### src/design/core_regs_pkg.sv
// Package with offsets, reset values, field positions and carrier types for the core special registers
package core_regs_pkg;

    // Special function register offsets
    localparam logic [7:0] STACK_TOP_POINTER_ADDR       = 8'h81;
    localparam logic [7:0] DATA_POINTER_LOW_BYTE_ADDR   = 8'h82;
    localparam logic [7:0] DATA_POINTER_HIGH_BYTE_ADDR  = 8'h83;
    localparam logic [7:0] STATUS_WORD_ADDR             = 8'hd0;
    localparam logic [7:0] MAIN_OPERAND_REGISTER_ADDR   = 8'he0;
    localparam logic [7:0] SECOND_OPERAND_REGISTER_ADDR = 8'hf0;

    // Values after reset
    localparam logic [7:0] STACK_TOP_POINTER_RST = 8'h07;
    localparam logic [7:0] ZERO_BYTE_RST         = 8'h00;

    // Status word bit positions
    localparam int CARRY_FLAG_POS     = 7;
    localparam int HALF_CARRY_POS     = 6;
    localparam int USER_FLAG_ZERO_POS = 5;
    localparam int BANK_SELECT_HI_POS = 4;
    localparam int BANK_SELECT_LO_POS = 3;
    localparam int SIGNED_WRAP_POS    = 2;
    localparam int USER_FLAG_ONE_POS  = 1;
    localparam int PARITY_POS         = 0;

    // Bank layout: each bank is eight bytes from address zero
    localparam int BANK_BYTES_LOG2 = 3;

    // Flag updates from the execution datapath
    typedef struct packed {
        logic carry_we;
        logic carry;
        logic half_carry_we;
        logic half_carry;
        logic signed_wrap_we;
        logic signed_wrap;
    } flag_update_type;

    // Register software access (byte or single bit)
    typedef struct packed {
        logic       wr;
        logic       bit_wr;
        logic [2:0] bit_idx;
        logic [7:0] addr;
        logic [7:0] wdata;
    } sfr_access_type;

endpackage

### src/design/bank_address.sv
// Register bank address former for register-form operands
`timescale 1ns/1ps
`default_nettype none
module bank_address
    import core_regs_pkg::*;
(
    // Selection
    input  wire logic [1:0] bank_i,
    input  wire logic [2:0] reg_idx_i,
    // Internal data address
    output logic [7:0]      addr_o
);
    // Bank number times eight plus register number
    assign addr_o = {3'h0, bank_i, reg_idx_i}; // RQ13 RQ4
endmodule
`default_nettype wire

### src/design/cpu_core_special_registers.sv
// Core special registers: status word, stack pointer, data pointer and operand registers
// Summary of operation
// RQ1: Stack pointer pre-increments before every push; a software write to it in the same cycle wins and the push does not increment
// RQ2: Stack pointer resets to seven
// RQ3: Parity flag shows odd ones in operand
// RQ4: Bank select bits choose one of four banks
// RQ5: Low and high bytes form sixteen-bit pointer
// RQ6: Pointer addresses expanded RAM and program flash
// RQ7: Carry serves arithmetic and Boolean bit work
// RQ8: Status word holds datapath-updated flags
// RQ9: Two user flags change by software only
// RQ10: Status word byte and bit accessible
// RQ11: Main operand register is primary arithmetic operand
// RQ12: Second operand register assists multiply, divide
// RQ13: Banks sit at lowest bytes, eight each
// RQ14: Software write beats datapath; parity follows operand
`timescale 1ns/1ps
`default_nettype none
module cpu_core_special_registers
    import core_regs_pkg::*;
(
    // Clock and reset
    input  wire logic            mclk_i,
    input  wire logic            rst_i,
    // Software register access
    input  wire sfr_access_type  sfr_i,
    output logic [7:0]           sfr_rdata_o,
    output logic                 sfr_hit_o,
    input  wire logic [2:0]      sfr_bit_rd_idx_i,
    output logic                 sfr_bit_rdata_o,
    // Datapath: operand registers
    input  wire logic            main_we_i,
    input  wire logic [7:0]      main_wdata_i,
    input  wire logic            second_we_i,
    input  wire logic [7:0]      second_wdata_i,
    // Datapath: flags and Boolean carry
    input  wire flag_update_type flags_i,
    // Datapath: stack
    input  wire logic            push_i,
    input  wire logic            pop_i,
    output logic [7:0]           push_addr_o,
    // Datapath: data pointer
    input  wire logic            ptr_we_i,
    input  wire logic [15:0]     ptr_wdata_i,
    input  wire logic            ptr_inc_i,
    output logic [15:0]          data_pointer_pair_o,
    // Datapath: register bank operand
    input  wire logic [2:0]      reg_idx_i,
    output logic [7:0]           reg_addr_o,
    // Register views
    output logic [7:0]           main_operand_register_o,
    output logic [7:0]           second_operand_register_o,
    output logic [7:0]           status_word_o,
    output logic [7:0]           stack_top_pointer_o,
    output logic                 carry_flag_o
);

    logic [7:0]  stack_top_pointer_q;
    logic [7:0]  data_pointer_low_byte_q;
    logic [7:0]  data_pointer_high_byte_q;
    logic [7:0]  main_operand_register_q;
    logic [7:0]  second_operand_register_q;
    logic [7:0]  status_q;
    logic [7:0]  status_d;
    logic        parity;
    logic [15:0] ptr_next;

    // Merge one bit or a whole byte into a register value
    function automatic logic [7:0] merge_write(input logic [7:0] old, input sfr_access_type req);
        logic [7:0] res;
        res = old;
        if (req.bit_wr) begin
            res[req.bit_idx] = req.wdata[0];
        end else begin
            res = req.wdata;
        end
        return res;
    endfunction

    // Decode a software write to one address
    function automatic logic sw_write(input sfr_access_type req, input logic [7:0] addr);
        return (req.wr || req.bit_wr) && (req.addr == addr);
    endfunction

    // Parity of the operand register
    parity_calc #(
        .WIDTH (8)
    ) u_parity (
        .value_i (main_operand_register_q),
        .odd_o   (parity)
    );

    // Register bank address
    bank_address u_bank (
        .bank_i    (status_q[BANK_SELECT_HI_POS:BANK_SELECT_LO_POS]),
        .reg_idx_i (reg_idx_i),
        .addr_o    (reg_addr_o)
    );

    // Stack pointer: software write wins, push pre-increments, pop post-decrements
    always_ff @(posedge mclk_i) begin
        if (rst_i) begin
            stack_top_pointer_q <= STACK_TOP_POINTER_RST; // RQ2
        end else if (sw_write(sfr_i, STACK_TOP_POINTER_ADDR)) begin
            stack_top_pointer_q <= merge_write(stack_top_pointer_q, sfr_i);
        end else if (push_i) begin
            stack_top_pointer_q <= stack_top_pointer_q + 8'h01; // RQ1
        end else if (pop_i) begin
            stack_top_pointer_q <= stack_top_pointer_q - 8'h01;
        end
    end

    // Address where a push stores its byte: the incremented pointer
    assign push_addr_o = stack_top_pointer_q + 8'h01; // RQ1

    // Data pointer next value from datapath
    assign ptr_next = ptr_we_i ? ptr_wdata_i
                    : (data_pointer_pair_o + 16'h0001);

    // Data pointer low byte
    always_ff @(posedge mclk_i) begin
        if (rst_i) begin
            data_pointer_low_byte_q <= ZERO_BYTE_RST;
        end else if (sw_write(sfr_i, DATA_POINTER_LOW_BYTE_ADDR)) begin
            data_pointer_low_byte_q <= merge_write(data_pointer_low_byte_q, sfr_i);
        end else if (ptr_we_i || ptr_inc_i) begin
            data_pointer_low_byte_q <= ptr_next[7:0]; // RQ5
        end
    end

    // Data pointer high byte
    always_ff @(posedge mclk_i) begin
        if (rst_i) begin
            data_pointer_high_byte_q <= ZERO_BYTE_RST;
        end else if (sw_write(sfr_i, DATA_POINTER_HIGH_BYTE_ADDR)) begin
            data_pointer_high_byte_q <= merge_write(data_pointer_high_byte_q, sfr_i);
        end else if (ptr_we_i || ptr_inc_i) begin
            data_pointer_high_byte_q <= ptr_next[15:8]; // RQ5
        end
    end

    // Combined pointer for expanded RAM and flash reads
    assign data_pointer_pair_o = {data_pointer_high_byte_q, data_pointer_low_byte_q}; // RQ5 RQ6

    // Main operand register
    always_ff @(posedge mclk_i) begin
        if (rst_i) begin
            main_operand_register_q <= ZERO_BYTE_RST;
        end else if (sw_write(sfr_i, MAIN_OPERAND_REGISTER_ADDR)) begin
            main_operand_register_q <= merge_write(main_operand_register_q, sfr_i); // RQ11
        end else if (main_we_i) begin
            main_operand_register_q <= main_wdata_i; // RQ11
        end
    end

    // Second operand register
    always_ff @(posedge mclk_i) begin
        if (rst_i) begin
            second_operand_register_q <= ZERO_BYTE_RST;
        end else if (sw_write(sfr_i, SECOND_OPERAND_REGISTER_ADDR)) begin
            second_operand_register_q <= merge_write(second_operand_register_q, sfr_i);
        end else if (second_we_i) begin
            second_operand_register_q <= second_wdata_i; // RQ12
        end
    end

    // Status word next value: datapath flags, then software write over them
    always_comb begin
        status_d = status_q;
        if (flags_i.carry_we) begin
            status_d[CARRY_FLAG_POS] = flags_i.carry; // RQ7 RQ8
        end
        if (flags_i.half_carry_we) begin
            status_d[HALF_CARRY_POS] = flags_i.half_carry; // RQ8
        end
        if (flags_i.signed_wrap_we) begin
            status_d[SIGNED_WRAP_POS] = flags_i.signed_wrap; // RQ8
        end
        if (sw_write(sfr_i, STATUS_WORD_ADDR)) begin
            status_d = merge_write(status_d, sfr_i); // RQ10 RQ14 RQ9
        end
        status_d[PARITY_POS] = 1'b0;
    end

    // Status word storage (parity bit is not stored)
    always_ff @(posedge mclk_i) begin
        if (rst_i) begin
            status_q <= ZERO_BYTE_RST;
        end else begin
            status_q <= status_d;
        end
    end

    // Status word view with live parity
    assign status_word_o = {status_q[7:1], parity}; // RQ3 RQ14

    // Software read mux
    always_comb begin
        sfr_hit_o   = 1'b1;
        sfr_rdata_o = 8'h00;
        case (sfr_i.addr)
            STACK_TOP_POINTER_ADDR:       sfr_rdata_o = stack_top_pointer_q;
            DATA_POINTER_LOW_BYTE_ADDR:   sfr_rdata_o = data_pointer_low_byte_q;
            DATA_POINTER_HIGH_BYTE_ADDR:  sfr_rdata_o = data_pointer_high_byte_q;
            STATUS_WORD_ADDR:             sfr_rdata_o = status_word_o; // RQ10
            MAIN_OPERAND_REGISTER_ADDR:   sfr_rdata_o = main_operand_register_q;
            SECOND_OPERAND_REGISTER_ADDR: sfr_rdata_o = second_operand_register_q;
            default:                      sfr_hit_o = 1'b0;
        endcase
    end

    // Bit read of the addressed register
    assign sfr_bit_rdata_o = sfr_rdata_o[sfr_bit_rd_idx_i]; // RQ10

    // Register views
    assign main_operand_register_o   = main_operand_register_q;
    assign second_operand_register_o = second_operand_register_q;
    assign stack_top_pointer_o       = stack_top_pointer_q;
    assign carry_flag_o              = status_q[CARRY_FLAG_POS]; // RQ7
endmodule
`default_nettype wire

### src/design/parity_calc.sv
// Even-parity tracker for the main operand register
`timescale 1ns/1ps
`default_nettype none
module parity_calc
    import core_regs_pkg::*;
#(
    parameter int WIDTH = 8
) (
    // Value in
    input  wire logic [WIDTH-1:0] value_i,
    // Parity out
    output logic                  odd_o
);
    // Refuse a width that leaves nothing to check
    if (WIDTH < 1) begin : g_width_check
        $error("parity_calc: WIDTH must be positive");
    end

    // One when the count of one bits is odd
    assign odd_o = ^value_i; // RQ3
endmodule
`default_nettype wire

### config.mk
export PLATFORM = sky130hd
export DESIGN_NAME = cpu_core_special_registers
export DESIGN_NICKNAME = d
export VERILOG_FILES = /design/src/design/core_regs_pkg.sv /design/src/design/bank_address.sv /design/src/design/cpu_core_special_registers.sv /design/src/design/parity_calc.sv
export SDC_FILE = /design/constraint.sdc
export NUM_CORES = 1
export LEC_CHECK = 0
export BUFFER_PORTS_ARGS = -buffer_cell sky130_fd_sc_hd__buf_2
export CORE_ASPECT_RATIO = 0.9
export CORE_MARGIN = 2
export CORE_UTILIZATION = 35
export DETAILED_ROUTE_END_ITERATION = 16
export GPL_ROUTABILITY_DRIVEN = 0
export SYNTH_ARGS = -nofsm -noshare
export SYNTH_HDL_FRONTEND = slang
export SYNTH_HIERARCHICAL = 1
export SYNTH_SLANG_ARGS = --single-unit
### constraint.sdc
create_clock -name mclk_i -period 4.4 [get_ports mclk_i]
set_input_delay 1.32 -clock mclk_i [delete_from_list [all_inputs] [get_ports mclk_i]]
set_output_delay 1.32 -clock mclk_i [all_outputs]
set_load 0.02 [all_outputs]
; Yosys cells after proc, flatten, opt, wreduce, memory -nomap -nowiden
; Index checks and enable logic that the tools add are counted.
[word_totals]
n_memories = 0
latchBits = 0
mem_bits_rw = 0
regBits = 48
output_inout_bits = 75
wordCells = 70
mem_bits_ro = 0
[op_classes]
div_mod_pow = 0
magnitude_cmp = 3
n_mux = 34
addsub = 3
n_eq_ne = 6
shift = 0
n_reduce_logical = 16
multipliers = 0
n_bitwise = 0
[ops]
columns = op, count
row1 = $mux W8, 18
row2 = $bwmux W8, 6
row3 = $eq A8 B8 Y1 const B, 6
row4 = $pmux W8 S6, 1
row5 = $add A16 B1 Y16 const B, 1
row6 = $mux W16, 1
row7 = $add A8 B1 Y8 const B, 1
row8 = $lt A3 B4 Y1 const B, 2
row9 = $reduce_bool A2 Y1, 4
row10 = $reduce_xor A8 Y1, 1
row11 = $sub A8 B1 Y8 const B, 1
row12 = $logic_and A1 B1 Y1, 7
row13 = $mux W1, 6
row14 = $reduce_or A6 Y1, 1
row15 = $bmux W1 S3, 1
row16 = $demux W1 S3, 1
row17 = $ge A3 B1 Y1 const B, 1
row18 = $reduce_bool A3 Y1, 1
row19 = $logic_or A1 B1 Y1, 2

; Logic depth before layout (Yosys ltp)
[depth]
ltp_word = 7
depth_mapped = 9

; By module
; The synthesis kept the hierarchy.
[by_module_without_submodules]
columns = module, n_inst, area_each_um2, cells_per_inst
row1 = cpu_core_special_registers, 1, 3996.3, 534
row2 = bank_address, 1, 63.8, 9
row3 = parity_calc, 1, 61.3, 7

; Worst setup path before layout
; OpenSTA, ideal clock, no wires.
[synth_path]
path_type = input to output
start = input port sfr_i[9] (netlist name)
end = output port sfr_bit_rdata_o
path_slack_ps = -12
path_stages = 8
t_required_ps = 3080
path_buffers = 2
arrival_time_ps = 3092
cell_sequence = buf_4 clkbuf_1 nor2b_1 a22oi_1 o22ai_1 mux2i_1 nor3_1 or4_1
[synth_via]
elab_chain_cells = 4
elab_cells_between_ends = 9
classes_between = eq/ne (6) / mux (3)
[synth_rtl]
columns = item, line
row1 = start: declaration, cpu_core_special_registers.sv:26  ; input wire sfr_access_type sfr_i,
row2 = $eq A8 B8 Y1, cpu_core_special_registers.sv:201  ; case (sfr_i.addr)
row3 = $pmux W8 S6 (*), cpu_core_special_registers.sv:201
row4 = named net sfr_rdata_o[1], cpu_core_special_registers.sv:27  ; output logic [7:0] sfr_rdata_o,
row5 = $bmux W1 S3 (*), cpu_core_special_registers.sv:213  ; assign sfr_bit_rdata_o = sfr_rdata_o[sfr_bit_rd_idx_i];
row6 = $mux W1 (implied by the code) (*), cpu_core_special_registers.sv:213
row7 = end: declaration, cpu_core_special_registers.sv:30  ; output logic sfr_bit_rdata_o,
; Mark *: on every way through the listed nets, which the timed path passes. The rest lies on a longest branch. The select of a mux whose other input is x is not followed.

; Worst setup path in the final report
[layout_path]
start = input port sfr_i[14] (netlist name)
end = output port sfr_bit_rdata_o
[layout_via]
elab_chain_cells = 4
elab_cells_between_ends = 9
classes_between = eq/ne (6) / mux (3)
[layout_rtl]
columns = item, line
row1 = $eq A8 B8 Y1, cpu_core_special_registers.sv:201
row2 = $pmux W8 S6 (*), cpu_core_special_registers.sv:201
row3 = $bmux W1 S3 (*), cpu_core_special_registers.sv:213
row4 = $mux W1 (implied by the code) (*), cpu_core_special_registers.sv:213
; Mark *: on every way between the ends. The rest lies on a longest branch, timed or not. The select of a mux whose other input is x is not followed.

==> out/metrics.yaml <==
synth:
  synth_xor_area_share_pct: 6.588
  synth-simple-area-share_pct: 24.68
  ys_types: 71
  synth_edf_count: 0
  yosysTopAreaCell: "dfxtp_1"
  synthMuxAreaShare_pct: 13.15
  netlist_instances: 550
  syn-cell-area_um2: 4121
  async_reset_ff_share_pct: 0
  synth-main-ff-cell: "dfxtp_1"
  synth_top_area_share_pct: 22.83
  synthAdderAreaFrac_pct: 0.9107
  synth_top_family_by_area: "compound AO/OA/AOI/OAI gates"
  synth_compound_area_share_pct: 24.86
  synth.avg_cell_area_um2: 7.494
  synthTopCellsByArea: "dfxtp_1, mux2i_1, a21oi_1, nor2_1, mux2_2"
  ys_seq_area_share_pct: 22.83
  synth-seq-cells: 47
  synth_warnings: 6
placement:
  dp_hpwl_um: 12240
  dp.cells: 828
  portBuffers: 138
routing:
  post_drt_wl_per_cell_um: 19.13
  drc_errors: 0
  drt-initial-drc-count: 427
  postRouteAntennaNets: 0
  via_per_inst: 5.682
  firstDrtPassIters: 5
  drt-total-wl_um: 16070
  num_vias: 4773
sta:
  tns_ns: -0.05153
  slew_headroom_pct: 37.37
  layout_setup_ws_ns: -0.05153
  setup_viol: 1
  min_period_over_period_pct: 101.2
  hold_violations: 0
  skew_ns: 0.005038
  drv_slew: 0
  rsz0062_at_grt: "yes"
  max_freq_mhz: 224.6
  tightest_slew_ns: 0.9297
  fin_crit_ns: 4.452
die:
  std_cell_rows: 37
  coreArea_um2: 11480
  fp.dieW_um: 118.4
  initial_core_util_pct: 35.90
  io_pins: 148
  dieArea_um2: 12660
  die_h_um: 106.9
power_and_ir_drop:
  combPwrFrac_pct: 29.1
  p_sw_mw: 0.4888
  p_seq_share_pct: 35.7
  p_per_area_nw_per_um2: 270.6
  intPower_mw: 0.9508
  p_clk_share_pct: 35.2
  vdd_ir_drop_max_mv: 0.1566
  p_sw_share_pct: 33.95
  p_leak_nw: 2.375
global_routing:
  grt_pass1_vias: 4459
  antenna_found_initial: 0
  grt_usage_pct: 24.52
  grt_max_degree: 36
  gr-total-overflow: 0
  grt_first_pass_wirelength_um: 24100
critical_path:
  crit_arrival_ns: 3.13
  crit_family: "simple AND/OR/NAND/NOR gates"
  crit_fanout: 6
  crit_chain: "buf_2 -> nor3b_1 -> nor4b_4 -> buf_4 -> a221o_1 -> a22o_1 -> or4_4 -> buf_6"
  cp-start-kind: "primary input"
  critPathMaxStageDelay_ns: 0.51
  critPathKind: "in -> out"
  endpoint_kind: "output port"
  slowest_stage: "or4_4"
  crit_buf_inv: 3
  cp.required_ns: 3.08
layout:
  stdcell_count: 840
  seq_area_um2: 940.9
  drive_above_1_share_pct: 33.04
  antenna_cells: 0
  multiInputGateArea_um2: 2983
  fillers: 1179
  nNetsFinal: 759
  area_delta_synth_final_pct: 29.08
cts:
  cts_hold_buf: 0
  htree_levels: 2
  tritoncts: "built"
  cts.path.max_buffers: 2
  clock_sinks: 47
  clk_pin_slew_ns: 0.07
  clk_latency_ns: 0.29
  root_buffer: "clkbuf_16"
  cts_made_buffers: 5
worst_hold_path:
  hold_class: "reg -> reg"
run_status:
  violations: "setup timing"
  outcome: "finished with violations"
run:
  drv_cap: 0
-- logic make-up after synthesis --
| logic type | count (synthesis) |
|---|---|
| DFF | 47 |
| adders and majority gates | 3 |
| and+or+nand+nor | 195 |
| other | 1 |
| xor gates and xnor gates | 31 |
| AOI/OAI and AO/OA | 160 |
| buffers and inverters | 61 |
| muxes | 52 |
-- worst reg2reg max path, cell delays in order (launching register included) --
cell	delay, ns
dfxtp_1	0.48
or4_1	0.61
nor4_1	0.25
xor2_1	0.11
mux2_2	0.28
a211oi_1	0.28
nor3_2	0.07
-- cell usage after synthesis, types with 13 or more instances --
cell type	number
nor3_1	15
clkbuf_1	29
nand3_1	16
mux2i_1	35
o21ai_0	35
nand2_1	47
a21oi_1	50
xnor2_1	21
inv_1	13
dfxtp_1	47
nor2_1	56
mux2_2	17
-- cells in the final DEF, fill, tap and decap left out, types with 3 or more instances in the layout --
cell | synthesis | layout
xor2_1 | 10 | 10
dfxtp_1 | 47 | 47
nor2b_1 | 9 | 9
a211oi_1 | 11 | 11
a31oi_1 | 3 | 3
nand4_1 | 8 | 8
o21ai_1 | 5 | 5
o21ai_0 | 35 | 35
inv_1 | 13 | 13
mux2_2 | 17 | 17
or4_1 | 5 | 4
and2_1 | 4 | 4
or3_1 | 4 | 3
buf_2 | 5 | 134
o2bb2ai_1 | 5 | 5
xnor2_1 | 21 | 21
nor2_1 | 56 | 56
nand2_1 | 47 | 47
a22oi_2 | 0 | 5
nor3_1 | 15 | 14
nor3_2 | 3 | 3
a21oi_1 | 50 | 50
nand3_1 | 16 | 16
o211ai_1 | 6 | 6
conb_1 | 1 | 3
buf_4 | 11 | 35
o22ai_1 | 9 | 6
clkbuf_16 | 0 | 5
o22ai_2 | 0 | 3
a22oi_1 | 8 | 3
mux2i_1 | 35 | 35
nor4_1 | 4 | 4
ha_1 | 3 | 3
-- sequential cells by signal, indices dropped and copies added (netlist names) --
| signal | count |
|---|---|
| data_pointer_high_byte_q | 8 |
| data_pointer_low_byte_q | 8 |
| main_operand_register_o | 8 |
| second_operand_register_o | 8 |
| stack_top_pointer_o | 8 |
| status_q | 7 |
-- cell type report --
class / instances / area share, %
clock buffer: 5 / 2.352
clock inverter: 3 / 1.270
inverter: 14 / 0.9878
multi-input combinational: 444 / 56.07
sequential: 47 / 17.69
tap: 156 / 3.669
timing repair buffer: 171 / 17.97
-- routing by layer --
| metal | up-vias | part of all wire [%] | GRT usage (%) |
|---|---|---|---|
| met5 | - | 0 | 0 |
| met4 | 0 | 1.8 | 5.612 |
| met3 | 24 | 9.6 | 6.649 |
| met2 | 264 | 45 | 40.30 |
| met1 | 2228 | 43 | 32.15 |
| li1 | 2257 | - | - |
-- per-stage QoR --
step / setup WS [ns] / hold WS (ns) / power (mW) / area [um^2] / utilization (%)
after floorplan: 0.006307 / 0.5902 / 0.7820 / 4141 / -
after global routing: -0.1198 / 0.5581 / 1.500 / 5320 / 46.34
after CTS: -0.03744 / 0.5466 / 1.439 / 5310 / 46.25
after global placement: -0.1825 / 0.5233 / 0.9206 / 5014 / 43.67
after detailed placement: -0.1995 / 0.5287 / 0.9274 / 5014 / 43.67
final: -0.05153 / 0.5519 / 1.440 / 5320 / 46.34
-- power by group through the flow --
stage / Combinational [mW] / Clock (mW) / Sequential [mW]
finish: 0.419 / 0.507 / 0.513
floorplan: 0.252 / 0 / 0.530
global placement: 0.401 / 0 / 0.520
global route: 0.451 / 0.532 / 0.517
CTS: 0.416 / 0.512 / 0.510
detailed placement: 0.408 / 0 / 0.520
-- final timing paths --
check                           slack, ns  cells past startpoint                         start                           end
worst max register to register       2.20                      6        stack_top_pointer_o[2]        stack_top_pointer_o[7]
worst min-delay path                 0.55                      2  second_operand_register_o[7]  second_operand_register_o[7]
worst max-delay path                -0.05                      8                     sfr_i[14]               sfr_bit_rdata_o
worst min register to register       0.55                      2  second_operand_register_o[7]  second_operand_register_o[7]
-- what timing repair did --
item | in CTS | in global routing
gates resized for setup | 17 | 2
pin swaps | 10 | 0
setup buffers | 4 | 0
setup endpoints to repair | 1 | 1
Note: power is estimated with default switching activity, not from simulation.
